`src/logic/fic_regs.svh`:
```
// Offsets, field positions, reset values for the frame index counter
`ifndef FIC_REGS_SVH
`define FIC_REGS_SVH
`define FIC_ADDR_W 8
`define FIC_FRAME_INDEX_OFS 8'h3C
`define FIC_FRAME_INDEX_W 14
`define FIC_FRAME_INDEX_RST 14'h0000
`define FIC_FRAME_INDEX_MAX 14'h3FFF
`define FIC_FRAME_INDEX_ONE 14'h0001
`define FIC_RDATA_RST 32'h0000_0000
`define FIC_SF_BIT 2
`define FIC_IRQ_NONE 32'h0000_0000
`endif

```
`src/logic/fic_pkg.sv`:
```
// Types for the frame index counter
package fic_pkg;
   typedef enum logic [3:0] {
      FIC_IDLE = 4'b0001,
      FIC_WAIT_SOF = 4'b0010,
      FIC_WRITE = 4'b0100,
      FIC_FETCH_OK = 4'b1000
   } fic_seq_e;

   typedef struct packed {
      fic_seq_e st;
      logic sf;
   } fic_seq_s;

   typedef struct packed {
      logic [13:0] idx;
      logic [31:0] rdata;
   } fic_top_s;
endpackage : fic_pkg

```
`src/logic/fic_area_writer.sv`:
```
// Frame-boundary sequencer: shared area write, then start-of-frame flag and descriptor fetch release
`timescale 1ns/1ps
module fic_area_writer (
   input wire logic clk,
   input wire logic rst_n,
   input wire logic frame_tick,
   input wire logic sof_sent,
   input wire logic mem_ack,
   output logic mem_req,
   output logic sf_pulse,
   output logic fetch_ok
);
   fic_pkg::fic_seq_s s_r;
   fic_pkg::fic_seq_s s_nxt;

   always_comb begin
      s_nxt = s_r;
      s_nxt.sf = 1'b0;
      unique case (s_r.st)
         fic_pkg::FIC_IDLE, fic_pkg::FIC_FETCH_OK: begin
            if (frame_tick) begin
               s_nxt.st = fic_pkg::FIC_WAIT_SOF;
            end
         end
         fic_pkg::FIC_WAIT_SOF: begin
            if (sof_sent) begin
               s_nxt.st = fic_pkg::FIC_WRITE;
            end
         end
         fic_pkg::FIC_WRITE: begin
            if (mem_ack) begin
               s_nxt.st = fic_pkg::FIC_FETCH_OK;
               s_nxt.sf = 1'b1;
            end
         end
         default: begin
            s_nxt.st = fic_pkg::FIC_IDLE;
         end
      endcase
   end

   always_ff @(posedge clk) begin
      if (!rst_n) begin
         s_r <= '{st: fic_pkg::FIC_IDLE, sf: 1'b0};
      end else begin
         s_r <= s_nxt;
      end
   end

   assign mem_req = (s_r.st == fic_pkg::FIC_WRITE);
   assign sf_pulse = s_r.sf;
   assign fetch_ok = (s_r.st == fic_pkg::FIC_FETCH_OK);
endmodule : fic_area_writer

```
`src/logic/fic_frame_index.sv`:
```
// Frame index counter with register port and shared area publishing
//
// Behaviour
// - Index advances by one on every frame-time-left reload.
// - Index wraps to zero after its largest value.
// - Index advances once on entry to the operational state.
// - Index is written to the shared area after increment and start token.
// - Shared area write finishes before the first endpoint descriptor fetch.
// - Frame start flag, status bit 2, is set after that write.
// - Register readable and writable at offset 3Ch in function 0 or 1.
`timescale 1ns/1ps
`include "fic_regs.svh"
module fic_frame_index (
   input wire logic SYS_CLK,
   input wire logic RST_N,
   input wire logic FRAME_RELOAD,
   input wire logic ENTER_OPERATIONAL,
   input wire logic SOF_SENT,
   input wire logic REG_SEL,
   input wire logic [`FIC_ADDR_W-1:0] REG_ADDR,
   input wire logic REG_WR,
   input wire logic REG_RD,
   input wire logic [31:0] REG_WDATA,
   output logic [31:0] REG_RDATA,
   output logic MEM_WR_REQ,
   output logic [15:0] MEM_WR_DATA,
   input wire logic MEM_WR_ACK,
   output logic [31:0] IRQ_STATUS_SET,
   output logic ED_FETCH_OK
);
   fic_pkg::fic_top_s s_r;
   fic_pkg::fic_top_s s_nxt;
   logic hit;
   logic sf_pulse;

   function automatic logic [13:0] fic_inc(input logic [13:0] v);
      fic_inc = (v == `FIC_FRAME_INDEX_MAX) ? `FIC_FRAME_INDEX_RST : 14'(v + `FIC_FRAME_INDEX_ONE);
   endfunction : fic_inc

   // Decode offset in either function window
   assign hit = REG_SEL && (REG_ADDR == `FIC_FRAME_INDEX_OFS);

   always_comb begin
      s_nxt = s_r;
      if (hit && REG_WR) begin
         s_nxt.idx = REG_WDATA[`FIC_FRAME_INDEX_W-1:0];
      end
      // Reload increments; hardware wins over write
      if (FRAME_RELOAD || ENTER_OPERATIONAL) begin
         s_nxt.idx = fic_inc(s_r.idx);
      end
      if (hit && REG_RD) begin
         s_nxt.rdata = {18'h0_0000, s_r.idx};
      end
   end

   always_ff @(posedge SYS_CLK) begin
      if (!RST_N) begin
         s_r <= '{idx: `FIC_FRAME_INDEX_RST, rdata: `FIC_RDATA_RST};
      end else begin
         s_r <= s_nxt;
      end
   end

   fic_area_writer u_writer (
      .clk(SYS_CLK),
      .rst_n(RST_N),
      .frame_tick(FRAME_RELOAD),
      .sof_sent(SOF_SENT),
      .mem_ack(MEM_WR_ACK),
      .mem_req(MEM_WR_REQ),
      .sf_pulse(sf_pulse),
      .fetch_ok(ED_FETCH_OK)
   );

   assign REG_RDATA = s_r.rdata;
   // Shared area slot is 16 bits wide; top two bits stay zero
   assign MEM_WR_DATA = {2'b00, s_r.idx};

   always_comb begin
      IRQ_STATUS_SET = `FIC_IRQ_NONE;
      IRQ_STATUS_SET[`FIC_SF_BIT] = sf_pulse;
   end
endmodule : fic_frame_index

```
`config.mk`:
```
export PLATFORM = sky130hd
export DESIGN_NAME = fic_frame_index
export DESIGN_NICKNAME = d
export VERILOG_FILES = /design/src/logic/fic_pkg.sv /design/src/logic/fic_area_writer.sv /design/src/logic/fic_frame_index.sv
export VERILOG_INCLUDE_DIRS = /design/src /design/src/logic
export SDC_FILE = /design/constraint.sdc
export NUM_CORES = 1
export LEC_CHECK = 0
export BUFFER_PORTS_ARGS = -buffer_cell sky130_fd_sc_hd__buf_4
export CORE_MARGIN = 2
export CORE_UTILIZATION = 39
export DETAILED_ROUTE_END_ITERATION = 16
export HOLD_SLACK_MARGIN = 0.08
export PLACE_DENSITY = 0.8
export REMOVE_ABC_BUFFERS = 1
export SETUP_SLACK_MARGIN = 0.1
export SYNTH_ARGS = -nofsm -noshare
export SYNTH_HDL_FRONTEND = slang
export SYNTH_SLANG_ARGS = --single-unit
```
`constraint.sdc`:
```
create_clock -name SYS_CLK -period 1.8 [get_ports SYS_CLK]
set_input_delay 0.18 -clock SYS_CLK [delete_from_list [all_inputs] [get_ports SYS_CLK]]
set_output_delay 0.18 -clock SYS_CLK [all_outputs]
set_load 0.03 [all_outputs]
```
======== After elaboration in Yosys (flattened, before gate mapping) ========
Index checks and enable logic that the tools add are counted.
word-level totals
  register bits ........................... 33
operators by class
  reductions and logical operators ........ 8
  add/subtract/negate cells ............... 1
  equal/unequal tests ..................... 9
  mux-type cells .......................... 7
operator list
  kind                                            count
  2-to-1 mux 14 bit                               3
  adder 14 x 1 -> 14 bit (second input constant)  1
  == test 14 bit (second input constant)          1
  case mux 4 bit (3 select lines)                 1
  == test 8 x 6 -> 1 bit (second input constant)  1
  2-to-1 mux 4 bit                                2
  2-to-1 mux 5 bit                                1
  == test 4 x 1 -> 1 bit (second input constant)  1
  == test 4 x 2 -> 1 bit (second input constant)  1
  == test 4 x 3 -> 1 bit (second input constant)  1
  == test 4 bit (second input constant)           1
  != test 2 bit (second input constant)           2
  logical AND 1 bit                               3
  AND reduction 3 bit                             1
  != test 2 x 1 -> 1 bit (second input constant)  1
  AND reduction 2 bit                             1
  nonzero test 2 bit                              1
  OR reduction 2 bit                              1
  logical OR 1 bit                                1

======== Longest topological paths before layout ========
  word-level depth ........................ 5
  mapped depth ............................ 6
  depth with buffers taken out ............ 5

======== Modules after synthesis ========
From an unflattened synthesis, not the netlist that was laid out.
unflattened totals
  cell total of the unflattened synthesis .. 265
  area, all modules ....................... 2,100.8 sq um
by module, submodules not included
  module           cells an instance  seq. area each (sq um)  times used  area an instance (sq um)
  fic_frame_index  241                560.5                   1           1,854.3
  fic_area_writer  24                 100.1                   1           246.5

======== Worst setup path before layout ========
OpenSTA, ideal clock, no wires.
  kind .................................... reg2reg
  start ................................... register s_r (netlist bit MEM_WR_DATA[0])
  end ..................................... register s_r (netlist bit MEM_WR_DATA[12])
  slack ................................... -0.229 ns
  buffers on the path ..................... 0
  library setup time ...................... 0.070 ns
  stages on the path, launching flop included .. 6
  arrival time ............................ 1.959 ns
  data required time ...................... 1.730 ns
  cells stage by stage .................... dfxtp_1 -> ha_1 -> nand4_1 -> or4_1 -> o32ai_1 -> o2bb2ai_1
on the way
  cells in the longest elaborated chain, start to end .. 3
  elaborated cells between the ends (all ways) .. 4
  classes of those cells .................. 1 x add/sub; 1 x eq/ne; 2 x mux
ends and longest elaborated chain
  element                                                                    RTL line               text
  from (decl)                                                                fic_frame_index.sv:31  fic_pkg::fic_top_s s_r;
  from (signal assigned)                                                     fic_frame_index.sv:59  s_r <= '{idx: `FIC_FRAME_INDEX_RST, rdata: `FIC_RDATA_RST};
  from (signal assigned)                                                     fic_frame_index.sv:61  s_r <= s_nxt;
  adder 14 x 1 -> 14 bit (no source line) or == test 14 bit (tied branches)  n/a
  2-to-1 mux 14 bit *                                                        fic_frame_index.sv:37  fic_inc = (v == `FIC_FRAME_INDEX_MAX) ? `FIC_FRAME_INDEX_RST : 14'(v + `FIC_FRAME_INDEX_ONE);
  2-to-1 mux 14 bit *                                                        fic_frame_index.sv:49  if (FRAME_RELOAD || ENTER_OPERATIONAL) begin
Every way passes the cells marked *; elsewhere a longest branch is shown, timed or not.
A chain may end at the register's enable or synchronous reset.

======== Worst setup path after layout ========
Ends and elaborated chain as after synthesis.

==> results.toml <==
[power_and_ir_drop]
p_per_area_nw_per_um2 = 618
p_total_w = 0.00171
p_leak_nw = 1.34
vdd_drop_max_mv = 0.371

[synth]
async_flop_share_pct = 0
synth_seq_area_share_pct = 30.2
avgSynthCellArea_um2 = 8.37
synthFlopType = "dfxtp_1"
synth_area_um2 = 2190
synth_edf_count = 0
synth_seq_cells = 33
yosys_warnings = 0
synth.distinct_cells = 55
netlist_instances = 261

[sta]
fmax_mhz = 587
finalSetupViolations = 0
rsz0062_at_grt = "yes"
finalMaxSlewViolations = 0
fin_skew_ns = 0.00929
finalCriticalPeriod_ns = 1.70
hold_viol = 0
post-route-period-util_pct = 94.7

[finish]
multi_input_comb_area_um2 = 1260
antenna_cells = 0
fillers = 540
seq_area_um2 = 663
drive_above_1_share_pct = 30.4
area_delta_synth_final_pct = 26.7
fin_cells = 408
final_nets = 385

[cts]
cts_buffer_depth = 2
numCtsBuffers = 5
clk_transition_reported_paths_ns = 0.07
cts_hold_buf = 0
clockRootBuffer = "clkbuf_8"
insertion_delay_ns = 0.29
cts_tree = "done"
cts.sinks = 33
htree_num_levels = 2

[detailed_routing]
dr.pass1.iters = 4
wire_per_inst_um = 12.8
vias = 2008
viasPerCell = 4.92
drc_errors = 0
routed_wl_um = 5230
drtIter0Drc = 118
final_antenna_net_count = 0

[critical_path]
endpoint_kind = "flip-flop"
crit_family = "simple AND/OR/NAND/NOR gates"
slowest_delay_ns = 0.61
crit_path_max_fanout = 4
worstPathRequired_ns = 2.02
path_cells = "ha_4, nand4_1, or4_4, o32ai_2, o2bb2ai_1"
crit_type = "flip-flop to flip-flop"
cp-start-kind = "flip-flop"
cp_slowest_cell = "or4_4"
cp.arrival_ns = 1.93
crit_buf_inv = 0

[floorplan]
start_util_pct = 39.9
die_y_um = 78.9
fp.dieW_um = 78.9
die-area_um2 = 6220
core_area_um2 = 5470
row_count = 27
io_pins = 131

[place]
dp_cells = 398
gp_congestion = 0.875
io_buffers = 61
hpwlAfterDp_um = 3950

[global_routing]
globalRoute.totalOverflow = 0
grt_max_degree = 37
antenna_found_initial = 0
globalRouteTotalUtil_pct = 17.0
grt_pass1_vias = 1833
grt_pass1_wl_um = 8420

[status]
outcome = "completed"

[min_path]
hold_path_class = "input port to flip-flop"

[flow_run]
drv_cap = 0
==> where the power goes <==
group	internal (W)	switching [W]
clock	0.000268	0.000275
sequential	0.000749	0.0000200
combinational	0.000132	0.000267
total	0.00115	0.000562
==> cell usage after synthesis, drive strengths merged (2+ instances only) <==
master	count	area, um2
a21boi	3	22.5
a21o	5	37.5
a21oi	13	65.1
a31oi	3	18.8
and3	4	25.0
buf	58	427
clkbuf	10	37.5
dfxtp	33	661
inv	6	22.5
mux2i	14	140
nand2	11	41.3
nand2b	2	12.5
nand3	4	20.0
nand4	3	18.8
nand4bb	2	22.5
nor2	7	26.3
nor2b	14	87.6
nor3	7	35.0
nor3b	2	15.0
nor4	4	25.0
o211ai	2	15.0
o21ai	17	85.1
o221ai	2	17.5
o31a	3	26.3
o31ai	2	20.0
or3b	2	17.5
or4	4	30.0
==> worst paths after layout <==
check | from | endpoint | slack, ns | cells past startpoint
worst min register to register | REG_RDATA[5] | REG_RDATA[5] | 0.52 | 2
worst max register to register | MEM_WR_DATA[0] | MEM_WR_DATA[12] | 0.1 | 5
worst max-delay path | MEM_WR_DATA[0] | MEM_WR_DATA[12] | 0.1 | 5
worst min-delay path | MEM_WR_ACK | u_writer.sf_pulse | 0.18 | 2
==> cell type report <==
cell class | instances | share of cell area [%]
inverter | 6 | 0.813
multi-input combinational | 204 | 45.5
clock inverter | 2 | 0.361
tap | 72 | 3.25
clock buffer | 6 | 2.62
sequential | 33 | 23.9
timing repair buffer | 85 | 23.5
==> cells by family after synthesis <==
kind of cell,count (synthesis),synth area share (%)
multiplexers,14,6.41
AO/OA/AOI/OAI,63,19.9
other,1,0.172
adder cells (fa/ha/maj),1,0.572
buffers and inverters,74,22.3
flip-flops,33,30.2
AND/OR/NAND/NOR,73,19.7
XOR/XNOR,2,0.802
==> sequential cells by signal, summed over array words and instances, names as in the netlist <==
signal / cells
u_writer.s_r: 4
MEM_WR_DATA: 14
REG_RDATA: 14
u_writer.sf_pulse: 1
==> per-stage QoR <==
stage	TNS (ns)	hold WS, ns	utilization (%)	instance area [um2]	worst slack (ns)
5_1_grt	0	0.183	50.6	2770	0.0521
6_report	0	0.177	50.6	2770	0.0961
2_1_floorplan	-1.17	0.256	-	1910	-0.238
3_5_place_dp	-0.0299	0.467	48.1	2640	-0.0299
3_3_place_gp	0	0.463	48.1	2640	0.0508
4_1_cts	0	0.170	50.1	2740	0.109
==> routing by layer <==
| layer | vias to the layer above | GRT usage (%) | share of wire (%) |
|---|---|---|---|
| met5 | - | 0 | 0 |
| met4 | 0 | 8.45 | 2.5 |
| met3 | 11 | 4.77 | 7.4 |
| met2 | 83 | 27.9 | 48 |
| met1 | 937 | 20.4 | 42 |
| li1 | 977 | - | - |
==> worst reg2reg max path: stages (launching register included) <==
cell and delay (ns):
dfxtp_2 0.35, ha_4 0.14, nand4_1 0.20, or4_4 0.61
o32ai_2 0.20, o2bb2ai_1 0.13
==> cells in the final DEF, fill, tap and decap left out, drive strengths merged, types with 2 or more instances in the layout <==
master / count
nand2b: 2
o211ai: 2
o221ai: 2
nand4bb: 2
a21o: 5
o31a: 3
mux2i: 14
nand4: 3
nor3: 7
dfxtp: 33
a31oi: 3
o21ai: 17
inv: 6
nand2: 11
a21boi: 3
clkbuf: 6
nor4: 4
and3: 4
nor3b: 2
or3b: 2
nand3: 4
nor2: 7
o31ai: 2
clkinv: 2
conb: 51
buf: 85
nor2b: 14
or4: 4
a21oi: 13
==> timing repair <==
action,in CTS,in global routing
endpoints found under the setup margin,6,6
gates resized for setup,2,6
setup buffers,2,0
pin swaps,4,2
Note: power is estimated with default switching activity, not from simulation.
